### src/dpc_pkg.sv
package dpc_pkg;

    // clock and timing
    localparam int CLK_PERIOD_NS     = 10;
    localparam int OUT_PULSE_MIN_NS  = 4_000_000;
    // strictly longer than the minimum, so one extra cycle
    localparam int OUT_PULSE_CYC     = OUT_PULSE_MIN_NS / CLK_PERIOD_NS + 1;
    localparam int BTN_LOCKOUT_NS    = 20_000_000;
    localparam int BTN_LOCKOUT_CYC   = BTN_LOCKOUT_NS / CLK_PERIOD_NS;

    // counter range, seven decimal digits
    localparam int          COUNT_W   = 24;
    localparam logic [23:0] COUNT_MAX = 24'h98967F;
    localparam int          NUM_CH    = 2;

    // register map, byte addresses
    localparam int         ADDR_W       = 8;
    localparam logic [7:0] ADDR_CTRL    = 8'h00;
    localparam logic [7:0] ADDR_STATUS  = 8'h04;
    localparam logic [7:0] ADDR_COUNT1  = 8'h08;
    localparam logic [7:0] ADDR_COUNT2  = 8'h0C;
    localparam logic [7:0] ADDR_IRQ_ST  = 8'h10;
    localparam logic [7:0] ADDR_IRQ_MSK = 8'h14;

    // control fields
    localparam int   CTRL_TWO_CH_BIT = 0;
    localparam logic CTRL_TWO_CH_RST = 1'b1;

    // status fields
    localparam int STAT_DISP_BIT = 0;
    localparam int STAT_HOLD_BIT = 1;
    localparam int STAT_OVF_LSB  = 2;

    // interrupt fields: accepted pulse per channel, then wrap per channel
    localparam int         IRQ_W         = 4;
    localparam int         IRQ_PULSE_LSB = 0;
    localparam int         IRQ_WRAP_LSB  = 2;
    localparam logic [3:0] IRQ_MSK_RST   = 4'h0;

    // synchroniser bit positions
    localparam int SYN_HOLD  = 2;
    localparam int SYN_CLEAR = 3;
    localparam int SYN_SEL   = 4;
    localparam int SYN_W     = 5;

endpackage

### src/dpc_top.sv
module dpc_top #(
    parameter int OUT_PULSE_CYC   = dpc_pkg::OUT_PULSE_CYC,
    parameter int BTN_LOCKOUT_CYC = dpc_pkg::BTN_LOCKOUT_CYC
) (
    input  wire logic                           clk_i,
    input  wire logic                           rst_i,
    input  wire logic [dpc_pkg::ADDR_W-1:0]    wb_adr_i,
    input  wire logic [31:0]                    wb_dat_i,
    output logic      [31:0]                    wb_dat_o,
    input  wire logic                           wb_we_i,
    input  wire logic [3:0]                     wb_sel_i,
    input  wire logic                           wb_stb_i,
    input  wire logic                           wb_cyc_i,
    output logic                                wb_ack_o,
    input  wire logic                           channel_one_in_i,
    input  wire logic                           channel_two_in_i,
    input  wire logic                           hold_i,
    input  wire logic                           clear_btn_i,
    input  wire logic                           select_btn_i,
    output logic                                channel_one_out_o,
    output logic                                channel_two_out_o,
    output logic      [dpc_pkg::COUNT_W-1:0]   disp_count_o,
    output logic                                disp_chan_two_o,
    output logic                                irq_o
);

    localparam int NCH   = dpc_pkg::NUM_CH;
    localparam int LCK_W = $clog2(BTN_LOCKOUT_CYC + 1);
    localparam logic [LCK_W-1:0] LCK_LOAD = LCK_W'(BTN_LOCKOUT_CYC);

    // ------------------------------------------------------------------
    // pin synchronisation
    // ------------------------------------------------------------------
    logic [dpc_pkg::SYN_W-1:0] syn;
    logic [dpc_pkg::SYN_W-1:0] syn_prev_q;

    dpc_sync #(
        .W (dpc_pkg::SYN_W)
    ) u_sync (
        .clk_i   (clk_i),
        .rst_i   (rst_i),
        .async_i ({select_btn_i, clear_btn_i, hold_i, channel_two_in_i, channel_one_in_i}),
        .sync_o  (syn)
    );

    // edge detection looks only at the second stage
    always_ff @(posedge clk_i) begin
        if (rst_i) syn_prev_q <= '0;
        else       syn_prev_q <= syn;
    end

    wire [dpc_pkg::SYN_W-1:0] rise = syn & ~syn_prev_q;
    wire                      hold = syn[dpc_pkg::SYN_HOLD];

    // ------------------------------------------------------------------
    // push-button lockout: contacts bounce, so one press gives one event
    // ------------------------------------------------------------------
    logic [1:0] btn_ev;
    wire  [1:0] btn_rise = {rise[dpc_pkg::SYN_SEL], rise[dpc_pkg::SYN_CLEAR]};

    for (genvar b = 0; b < 2; b++) begin : g_btn
        logic [LCK_W-1:0] lck_q;
        assign btn_ev[b] = btn_rise[b] & (lck_q == '0);
        // rearms only after the lockout has run out
        always_ff @(posedge clk_i) begin
            if (rst_i)            lck_q <= '0;
            else if (btn_ev[b])   lck_q <= LCK_LOAD;
            else if (lck_q != '0) lck_q <= lck_q - 1'b1;
        end
    end

    wire clear_ev  = btn_ev[0];
    wire select_ev = btn_ev[1];

    // ------------------------------------------------------------------
    // registers
    // ------------------------------------------------------------------
    logic                     two_ch_q;
    logic                     disp_sel_q;
    logic [dpc_pkg::IRQ_W-1:0] irq_st_q, irq_msk_q;
    logic                     ack_q;
    logic [31:0]              rdat_q;
    logic [dpc_pkg::COUNT_W-1:0] disp_q;
    logic                     disp_two_q;
    logic                     irq_q;

    // ------------------------------------------------------------------
    // channels
    // ------------------------------------------------------------------
    logic [dpc_pkg::COUNT_W-1:0] cnt [NCH];
    logic [NCH-1:0]              ovf, wrap, outp, ch_en;

    assign ch_en = {two_ch_q, 1'b1};

    for (genvar c = 0; c < NCH; c++) begin : g_ch
        dpc_chan #(
            .PULSE_CYC (OUT_PULSE_CYC)
        ) u_chan (
            .clk_i    (clk_i),
            .rst_i    (rst_i),
            .enable_i (ch_en[c]),
            .pulse_i  (rise[c]),
            .hold_i   (hold),
            .clear_i  (clear_ev),
            .count_o  (cnt[c]),
            .ovf_o    (ovf[c]),
            .wrap_o   (wrap[c]),
            .out_o    (outp[c])
        );
    end

    assign channel_one_out_o = outp[0];
    assign channel_two_out_o = outp[1];

    // ------------------------------------------------------------------
    // wishbone decode
    // ------------------------------------------------------------------
    wire req      = wb_cyc_i & wb_stb_i & ~ack_q;
    wire wr_lo    = req & wb_we_i & wb_sel_i[0];
    wire hit_ctrl = (wb_adr_i == dpc_pkg::ADDR_CTRL);
    wire hit_stat = (wb_adr_i == dpc_pkg::ADDR_STATUS);
    wire hit_c1   = (wb_adr_i == dpc_pkg::ADDR_COUNT1);
    wire hit_c2   = (wb_adr_i == dpc_pkg::ADDR_COUNT2);
    wire hit_ist  = (wb_adr_i == dpc_pkg::ADDR_IRQ_ST);
    wire hit_imsk = (wb_adr_i == dpc_pkg::ADDR_IRQ_MSK);

    wire [dpc_pkg::IRQ_W-1:0] irq_clr = (wr_lo && hit_ist) ? wb_dat_i[dpc_pkg::IRQ_W-1:0] : '0;
    wire [dpc_pkg::IRQ_W-1:0] irq_set = {wrap & ch_en, rise[NCH-1:0] & ch_en};
    wire                      irq_any = |(irq_st_q & irq_msk_q);

    wire [31:0] stat_word = {{(32 - dpc_pkg::STAT_OVF_LSB - NCH){1'b0}}, ovf, hold, disp_sel_q};

    // unmapped addresses read as zero and are still acknowledged
    wire [31:0] rd_mux =
        hit_ctrl ? {31'h00000000, two_ch_q} :
        hit_stat ? stat_word :
        hit_c1   ? {8'h00, cnt[0]} :
        hit_c2   ? {8'h00, cnt[1]} :
        hit_ist  ? {28'h0000000, irq_st_q} :
        hit_imsk ? {28'h0000000, irq_msk_q} : 32'h00000000;

    // select toggles only while channel two is active
    wire disp_sel_d = !two_ch_q ? 1'b0 : (select_ev ? ~disp_sel_q : disp_sel_q);

    // bus slave: one-cycle answer, ack drops the next cycle
    always_ff @(posedge clk_i) begin
        if (rst_i) begin
            ack_q  <= 1'b0;
            rdat_q <= 32'h00000000;
        end else begin
            ack_q  <= req;
            rdat_q <= req ? rd_mux : rdat_q;
        end
    end

    // software control and interrupt registers; a set beats a clear
    always_ff @(posedge clk_i) begin
        if (rst_i) begin
            two_ch_q  <= dpc_pkg::CTRL_TWO_CH_RST;
            irq_msk_q <= dpc_pkg::IRQ_MSK_RST;
            irq_st_q  <= '0;
        end else begin
            if (wr_lo && hit_ctrl) two_ch_q <= wb_dat_i[dpc_pkg::CTRL_TWO_CH_BIT];
            if (wr_lo && hit_imsk) irq_msk_q <= wb_dat_i[dpc_pkg::IRQ_W-1:0];
            irq_st_q <= irq_set | (irq_st_q & ~irq_clr);
        end
    end

    // display and interrupt outputs all from flops
    always_ff @(posedge clk_i) begin
        if (rst_i) begin
            disp_sel_q <= 1'b0;
            disp_q     <= '0;
            disp_two_q <= 1'b0;
            irq_q      <= 1'b0;
        end else begin
            disp_sel_q <= disp_sel_d;
            disp_q     <= disp_sel_q ? cnt[1] : cnt[0];
            disp_two_q <= disp_sel_q;
            irq_q      <= irq_any;
        end
    end

    assign wb_ack_o        = ack_q;
    assign wb_dat_o        = rdat_q;
    assign disp_count_o    = disp_q;
    assign disp_chan_two_o = disp_two_q;
    assign irq_o           = irq_q;
endmodule

### src/dpc_sync.sv
// two-stage synchroniser for asynchronous pins
module dpc_sync #(
    parameter int W = 1
) (
    input  wire logic         clk_i,
    input  wire logic         rst_i,
    input  wire logic [W-1:0] async_i,
    output logic      [W-1:0] sync_o
);

    logic [W-1:0] meta_q;
    logic [W-1:0] sync_q;

    // first stage feeds only the second stage
    always_ff @(posedge clk_i) begin
        if (rst_i) begin
            meta_q <= '0;
            sync_q <= '0;
        end else begin
            meta_q <= async_i;
            sync_q <= meta_q;
        end
    end

    assign sync_o = sync_q;

endmodule

### src/dpc_chan.sv
// one counting channel with its repeated pulse output
module dpc_chan #(
    parameter int PULSE_CYC = dpc_pkg::OUT_PULSE_CYC,
    parameter int PEND_W    = 4
) (
    input  wire logic                         clk_i,
    input  wire logic                         rst_i,
    input  wire logic                         enable_i,
    input  wire logic                         pulse_i,
    input  wire logic                         hold_i,
    input  wire logic                         clear_i,
    output logic      [dpc_pkg::COUNT_W-1:0] count_o,
    output logic                              ovf_o,
    output logic                              wrap_o,
    output logic                              out_o
);

    localparam int TMR_W = $clog2(PULSE_CYC + 1);
    localparam logic [TMR_W-1:0]  TMR_LOAD = TMR_W'(PULSE_CYC);
    localparam logic [PEND_W-1:0] PEND_MAX = '1;

    logic [dpc_pkg::COUNT_W-1:0] cnt_q, cnt_d;
    logic                        ovf_q, wrap_q;
    logic [TMR_W-1:0]            tmr_q, tmr_d;
    logic [PEND_W-1:0]           pend_q, pend_d;
    logic                        out_q;
    wire                         acc      = pulse_i & enable_i;
    wire                         count_en = acc & ~hold_i;
    wire                         at_max   = (cnt_q == dpc_pkg::COUNT_MAX);
    wire                         wrap     = count_en & at_max & ~clear_i;
    wire                         idle     = (tmr_q == '0);
    wire                         start    = idle & ((pend_q != '0) | acc);

    // counter: clear first, hold freezes, wraps past the top
    assign cnt_d = clear_i  ? '0 :
                   !count_en ? cnt_q :
                   at_max    ? '0 : cnt_q + 1'b1;

    // output pulses queue up, at most 15 waiting; an accepted input that finds the queue full is dropped
    assign pend_d = (acc && !start && pend_q != PEND_MAX) ? pend_q + 1'b1 :
                    (!acc && start && pend_q != '0)       ? pend_q - 1'b1 : pend_q;
    assign tmr_d  = start ? TMR_LOAD : (idle ? '0 : tmr_q - 1'b1);

    always_ff @(posedge clk_i) begin
        if (rst_i) begin
            cnt_q  <= '0;
            ovf_q  <= 1'b0;
            wrap_q <= 1'b0;
            tmr_q  <= '0;
            pend_q <= '0;
            out_q  <= 1'b0;
        end else begin
            cnt_q  <= cnt_d;
            ovf_q  <= wrap | (ovf_q & ~clear_i);
            wrap_q <= wrap;
            tmr_q  <= tmr_d;
            pend_q <= pend_d;
            out_q  <= (tmr_d != '0);
        end
    end

    assign count_o = cnt_q;
    assign ovf_o   = ovf_q;
    assign wrap_o  = wrap_q;
    assign out_o   = out_q;

    // pulse width watched by a helper counter
    logic [TMR_W-1:0] hi_len_q;
    always_ff @(posedge clk_i) begin
        if (rst_i) hi_len_q <= '0;
        else       hi_len_q <= out_q ? hi_len_q + 1'b1 : '0;
    end
endmodule

### config.mk
export PLATFORM = sky130hd
export DESIGN_NAME = dpc_top
export DESIGN_NICKNAME = d
export VERILOG_FILES = /design/src/dpc_pkg.sv /design/src/dpc_top.sv /design/src/dpc_sync.sv /design/src/dpc_chan.sv
export SDC_FILE = /design/constraint.sdc
export NUM_CORES = 1
export LEC_CHECK = 0
export BUFFER_PORTS_ARGS = -buffer_cell sky130_fd_sc_hd__buf_2
export CORE_ASPECT_RATIO = 0.6
export CORE_MARGIN = 4
export CORE_UTILIZATION = 55
export CTS_BUF_LIST = sky130_fd_sc_hd__clkbuf_8
export CTS_CLUSTER_DIAMETER = 150
export DETAILED_ROUTE_END_ITERATION = 10
export HOLD_SLACK_MARGIN = 0.02
export PLACE_DENSITY = 0.89
export SYNTH_ARGS = -nofsm -noshare
export SYNTH_HDL_FRONTEND = slang
export SYNTH_SLANG_ARGS = --single-unit
### constraint.sdc
create_clock -name clk_i -period 2.5 [get_ports clk_i]
set_input_delay 0.375 -clock clk_i [delete_from_list [all_inputs] [get_ports clk_i]]
set_output_delay 0.375 -clock clk_i [all_outputs]
set_load 0.01 [all_outputs]
==> summary.md, run 1 <==
| Metric | Value |
|---|---|
| Worst VDD drop | `0.0004236 V` |
| Cells after Synth | `1,109` |
| Initial drt markers | `801` |
| Ys flop type | `dfxtp_1` |
| H-tree depth | `1` |
| Sequential cell area | `4350 sq um` |
| R2R setup slack | `-100 ps` |
| Core Area | `17,360 sq um` |
| Final Cycle Share | `104.0%` |
| Post-synthesis area per instance | `8.875 sq um` |
| WL final | `24,460 um` |
| Simple-Gate Fraction of Synth Area | `24.80%` |
| Worst slew margin | `57.91%` |
| Final Hold Violating Endpoints | `0` |
| Hold WS | `50.44 ps` |
| Commonest cells post-synth | `dfxtp_1, nor2_1, xnor2_1, nand2_1` |
| Max Cap Viol | `0` |
| Setup tns final | `-128.7 ps` |
| DR WL/cell | `16.31 um` |
| I/O pin count | `115` |
| FF-to-FF Start | `g_ch[0].u_chan.tmr_q[5]` |
| Port Buffers | `75` |
| Leakage | `4.633 nW` |
| Required @ worst endpoint | `3000 ps` |
| Largest net degree at the start of global routing | `56` |
| Tmin final | `2599 ps` |
| Top cell type by total area after synthesis | `dfxtp_1` |
| Hpwl dp | `17,520 um` |
| Sequential-to-total area share from yosys stat | `44.14%` |
| Layout cell share with drive strength beyond 1 | `18.64%` |
| Clk_lat worst skew | `580 ps` |
| # DRC | `0` |
| Die W | `180.7 um` |
| Setup violators final | `2` |
| Worst Path Arrival | `3100 ps` |
| First-pass GRT wire length | `39,830 um` |
| Maximum clock rate | `384.8 MHz` |
| PD cells | `1107 nW/um^2` |
| XOR/XNOR Fraction of Synth Area | `8.543%` |
| Yosys top cell area share | `44.14%` |
| Largest family of logic cells by synthesized area | `simple AND/OR/NAND/NOR gates` |
| GP Congestion | `0.9085` |
| Hold WC Path Type | `primary input to flip-flop` |
| Vias in the first global route | `8,051` |
| Fin cells | `1,500` |
| RR Endpoint | `g_ch[0].u_chan.pend_q[3]` |
| Layout Nets | `1,313` |
| Initial antenna violation count | `0` |
| Fillers | `1,347` |
| CP Capture Type | `flip-flop` |
| Post-layout power | `12.77 mW` |
| Crit path kind | `flip-flop to flip-flop` |
| Initial Util | `56.69%` |
| CTS buffer count | `31` |
| CTS Buffer Depth | `3` |
| Asr flop ratio synth | `0%` |
| Beginning of the critical path | `g_ch[0].u_chan.tmr_q[5]` |
| Violated checks | `setup timing` |
| TritonCTS clock tree | `built` |
| Vias per inst | `5.812` |
| Final Skew | `35.81 ps` |
| Worst setup margin | `-99.04 ps` |
| Pins Over Slew Limit | `0` |
| Max FO, Critical Path | `4` |
| Overall Global Routing Usage | `23.28%` |
| Area grow syn2layout | `17.24%` |
| Root buf cell | `clkbuf_8` |
| Status | `finished, violations left` |
| Post-Synth Adder-Cell Area | `1.932%` |
| FP Rows | `37` |
| Worst-Margin Slew | `624.8 ps` |
| Placed Cells | `1,435` |
| Post-synth EDFFs | `0` |
| Seq cells post-synth | `217` |
| RSZ-0062 raised after global routing | `true` |
| DRT antenna net count | `0` |
| Area of the mapped netlist | `9842 sq um` |
| Worst reg-to-reg path cell count | `10` |
| Area contributors post-synth | `dfxtp_1, nor2_1, xnor2_1` |
| Hold Startpoint | `select_btn_i` |
| Die area | `20,170 sq um` |
| # diodes | `0` |
| Mux contribution to synthesized area | `3.966%` |
| Synth cell types | `74` |
| Min-Delay Endpoint | `u_sync.meta_q[4]` |
| Gr ovfl total | `0` |
| Clock sinks | `217` |
| Most numerous cell in the Yosys netlist | `dfxtp_1` |
| Combined area of the multi-input logic cells | `5224 sq um` |
| Detailed Routing Iterations Pass 1 | `6` |
| Die Ht | `111.6 um` |
| Worst-path clk slew | `70 ps` |
| Compound-Gate Fraction of Synth Area | `12.78%` |
| Worst Setup Start Kind | `flip-flop` |
| Ys Warns | `0` |
| Vias | `8,718` |
| Hold Crit Depth | `2` |
==> timing repair <==
action / in CTS / in global routing
resized for setup: 2 / 13
endpoints found under the hold margin: 4 / 0
setup buffers: 4 / 3
setup endpoints to repair: 2 / 6
hold buffers: 4 / 0
pin swaps: 4 / 4
==> final cells by class <==
class	instances	area share, %
multi-input combinational	820	45.27
sequential	217	37.70
timing repair buffer	154	8.718
clock buffer	37	4.413
tap	234	2.537
inverter	21	0.6831
clock inverter	17	0.6723
==> through the flow <==
step	area, sq um	setup slack, ps	utilization (%)
2_1_floorplan	9879	-128.2	-
4_1_cts	11460	-74.57	65.99
6_report	11540	-99.04	66.46
3_5_place_dp	10800	-105.2	62.19
3_3_place_gp	10800	-36.36	62.19
5_1_grt	11540	-201.8	66.46
==> registers in the layout, indices dropped and copies added (netlist names) <==
| register | count |
|---|---|
| disp_sel_q | 1 |
| g_ch.u_chan.count_o | 48 |
| wb_dat_o | 24 |
| g_ch.u_chan.ovf_o | 2 |
| irq_o | 1 |
| u_sync.meta_q | 5 |
| g_btn.lck_q | 42 |
| two_ch_q | 1 |
| g_ch.u_chan.tmr_q | 38 |
| irq_msk_q | 4 |
| g_ch.u_chan.wrap_o | 2 |
| disp_count_o | 24 |
| wb_ack_o | 1 |
| g_ch.u_chan.pend_q | 8 |
| g_ch.u_chan.out_o | 2 |
| syn_prev_q | 4 |
| u_sync.sync_o | 5 |
| irq_st_q | 4 |
| disp_chan_two_o | 1 |
==> worst max path at each step <==
stage / end / cells after the start / slack (ps)
4_1_cts: g_ch[0].u_chan.pend_q[3] / 10 / -70
6_report: g_ch[0].u_chan.pend_q[3] / 10 / -100
5_1_grt: g_ch[0].u_chan.pend_q[3] / 10 / -200
2_1_floorplan: g_ch[0].u_chan.pend_q[3] / 10 / -130
3_5_place_dp: g_ch[0].u_chan.pend_q[3] / 10 / -110
3_3_place_gp: g_ch[0].u_chan.pend_q[3] / 10 / -40
==> placed cells by master, fill, tap and decap left out, types with 5 or more instances in the layout <==
cell	instances
nor2_1	203
or4_1	13
a21oi_1	39
conb_1	8
nand3_1	33
buf_2	74
nor4_1	28
and3_1	8
mux2i_1	39
inv_1	28
clkbuf_8	37
nand2_1	46
a211oi_1	13
xor2_1	43
nand3b_1	5
ha_1	11
nand2b_1	12
a22o_1	21
a31oi_1	5
nor3_1	35
or2_2	7
nor3b_1	8
dfxtp_1	212
dfxtp_2	5
or3_1	12
nand4_1	20
nor2b_1	19
xnor2_1	53
o21ai_0	21
buf_4	74
o31ai_1	5
a22oi_1	25
clkinv_2	8
==> report_power, final <==
group	switching [mW]	internal, mW
clock network	1.31	1.34
logic	2.97	2.52
registers	0.571	4.06
total	4.85	7.92
==> per-layer routing <==
layer	global-route usage, %	vias up	wire length (um)
met4	4.884	0	320
met2	34.35	380	10450
met5	0	-	0
li1	-	4199	-
met1	35.23	4103	11540
met3	4.897	36	2155
==> critical path, stage by stage (launching register included) <==
cell     delay, ps
dfxtp_2        320
or4_4          560
nor4_4         330
a31oi_2        170
inv_2          100
ha_1           230
a21o_1         180
a21oi_2        140
xnor2_1         80
or3_1          300
a21oi_1        120
==> kinds of logic after synthesis <==
group | after synthesis
fa+ha+maj | 14
compound gates | 181
simple gates | 482
xor+xnor | 96
mux | 39
flops | 217
other cells | 1
buf+inv | 79
(Power assumes the default switching activity.)
==> inputs of run 2 (changes only) <==
--- a/config.mk
+++ b/config.mk
@@ -5,7 +5,7 @@
 export SDC_FILE = /design/constraint.sdc
 export NUM_CORES = 1
 export LEC_CHECK = 0
-export BUFFER_PORTS_ARGS = -buffer_cell sky130_fd_sc_hd__buf_2
+export BUFFER_PORTS_ARGS = -buffer_cell sky130_fd_sc_hd__buf_4
 export CORE_ASPECT_RATIO = 0.6
 export CORE_MARGIN = 4
 export CORE_UTILIZATION = 55
==> run 2 against run 1 <==
- power grew 1.1%
- global-route usage grew 0.91 points
- hold slack improved by 5.8 ps
- critical path depth unchanged
- clock power up 2%
- cell area rose by 1.3%
- maximum frequency increased by 1.4%
- sequential cell count is the same
- the run still ends with setup timing left
- final cell count shrank 0.47%
==> summary.md, run 2 (same netlist as run 1, synthesis figures left out) <==
| Metric | Value |
|---|---|
| Status | `finished, violations left` |
| Violated checks | `setup timing` |
| Post-layout power | `12.91 mW` |
| Overall Global Routing Usage | `24.19%` |
| Net Sw Frac | `38.44%` |
| Final Hold Violating Endpoints | `0` |
| Layout cell share with drive strength beyond 1 | `17.71%` |
| Combined area of the multi-input logic cells | `5226 sq um` |
| RR Endpoint | `g_ch[0].u_chan.pend_q[3]` |
| Core Area | `17,360 sq um` |
| Setup crit end | `g_ch[0].u_chan.pend_q[3]` |
| Setup violators final | `1` |
| CP Capture Type | `flip-flop` |
| Most common cell after layout, fill and taps aside | `dfxtp_1` |
| Hpwl dp | `17,860 um` |
| Pins Over Slew Limit | `0` |
| Worst reg-to-reg path cell count | `10` |
| Worst-Margin Slew | `694.5 ps` |
| DR WL/cell | `17.01 um` |
| Required @ worst endpoint | `2990 ps` |
| R2R setup slack | `-60 ps` |
| Worst slew margin | `53.28%` |
| Clk_lat worst skew | `570 ps` |
| Routed length on met2 | `10,900 um` |
| Max Cap Viol | `0` |
| CP cell instances | `or4_4 > nor4_4 > a31oi_2 > inv_2 > ha_4 > a21o_1 > a21oi_2 > xnor2_1 > or3_1 > a21oi_1` |
| Comb power frac | `43.0%` |
| CTS buffer count | `30` |
| Setup tns final | `-63.08 ps` |
| DRT antenna net count | `0` |
| Wire length on met3 | `2231 um` |
| Worst Path Arrival | `3060 ps` |
| Clock sinks | `217` |
| Max FO, Critical Path | `3` |
| Crit-path max cell delay | `550 ps` |
| Hold WC Path Type | `primary input to flip-flop` |
| Largest net degree at the start of global routing | `64` |
| Sequential cell area | `4348 sq um` |
| Fillers | `1,314` |
| Beginning of the critical path | `g_ch[0].u_chan.tmr_q[5]` |
| Detailed Routing Iterations Pass 1 | `5` |
| Root buf cell | `clkbuf_8` |
| Worst setup margin | `-63.08 ps` |
| Final Skew | `17.20 ps` |
| Vias | `8,753` |
| # DRC | `0` |
| Area grow syn2layout | `18.78%` |
| FF-to-FF Start | `g_ch[0].u_chan.tmr_q[5]` |
| Final Cycle Share | `102.5%` |
| CP max-delay cell | `or4_4` |
| NetSw | `4.964 mW` |
| H-tree depth | `1` |
| Internal power | `7.951 mW` |
| Tmin final | `2563 ps` |
| TritonCTS clock tree | `built` |
| Worst VDD drop | `0.0004802 V` |
| Initial antenna violation count | `0` |
| Largest register FFs | `48` |
| PD cells | `1105 nW/um^2` |
| WL final | `25,400 um` |
| Crit path kind | `flip-flop to flip-flop` |
| Die Ht | `111.6 um` |
| Layout Nets | `1,306` |
| Highest Signal Layer | `met4` |
| Gr ovfl total | `0` |
| Clock power frac | `20.9%` |
| Die area | `20,170 sq um` |
| First-pass GRT wire length | `41,610 um` |
| Flop pwr share | `36.1%` |
| Leakage | `4.634 nW` |
| Placed Cells | `1,429` |
| Initial Util | `56.69%` |
| GP Congestion | `0.9498` |
| RSZ-0062 raised after global routing | `true` |
| Port Buffers | `75` |
| Hold Startpoint | `hold_i` |
| I/O pin count | `115` |
| Fin cells | `1,493` |
| Maximum clock rate | `390.2 MHz` |
| Worst Setup Start Kind | `flip-flop` |
| # diodes | `0` |
| WL met1 | `11,970 um` |
| Die W | `180.7 um` |
| Most frequent cells in the layout | `dfxtp_1, nor2_1, buf_4` |
| FP Rows | `37` |
| Vias in the first global route | `8,352` |
| Vias per inst | `5.863` |
| Place WS | `-140.0 ps` |
| Worst-path clk slew | `70 ps` |
| Initial drt markers | `902` |
| CTS Buffer Depth | `3` |
run 2: how the worst min path moves through the flow:
stage               cells after the start                to  slack, ps
detailed placement                      2       irq_st_q[2]        420
global placement                        2       irq_st_q[2]        420
CTS                                     3      irq_msk_q[2]         40
global route                            3      irq_msk_q[2]         50
floorplan                               2       irq_st_q[2]        410
finish                                  2  u_sync.meta_q[2]         60
run 2: area by class of cell:
type,instances,share of cell area [%]
clock buffer,35,4.121
clock inverter,18,0.8884
inverter,21,0.6743
multi-input combinational,820,44.71
sequential,217,37.19
tap,234,2.505
timing repair buffer,148,9.911
run 2: what timing repair did:
item	in CTS	in global routing
setup endpoints to repair	2	10
hold buffers	4	0
hold endpoints to repair	4	0
buffers inserted	4	3
gates resized for setup	3	12
pin swaps	3	3
run 2: metal layers:
metal  track usage (%)  vias to the layer above
li1                  -                     4189
met1             35.86                     4150
met2             36.80                      374
met3             5.191                       40
met4             4.431                        0
met5                 0                        -
run 2: worst max-delay path, delay by kind of cell, from the launching register on:
family | cells | cell delay [ps]
simple gates | 3 | 1190
compound gates | 4 | 580
flops | 1 | 320
fa+ha+maj | 1 | 210
buf+inv | 1 | 120
xor+xnor | 1 | 90
run 2: power by group through the flow:
stage	Clock (mW)	Combinational (mW)	Sequential (mW)
6_report	2.70	5.55	4.66
5_1_grt	2.88	6.12	4.76
4_1_cts	2.74	5.33	4.61
3_5_place_dp	0	5.20	4.67
3_3_place_gp	0	4.98	4.63
2_1_floorplan	0	3.81	4.59
run 2: stage by stage:
step | hold WS [ps] | area, sq um | util, %
after floorplan | 410.8 | 9879 | -
after global placement | 416.7 | 10950 | 63.07
after detailed placement | 423.1 | 10950 | 63.07
after CTS | 37.28 | 11610 | 66.89
after global routing | 52.08 | 11690 | 67.34
final | 56.27 | 11690 | 67.34
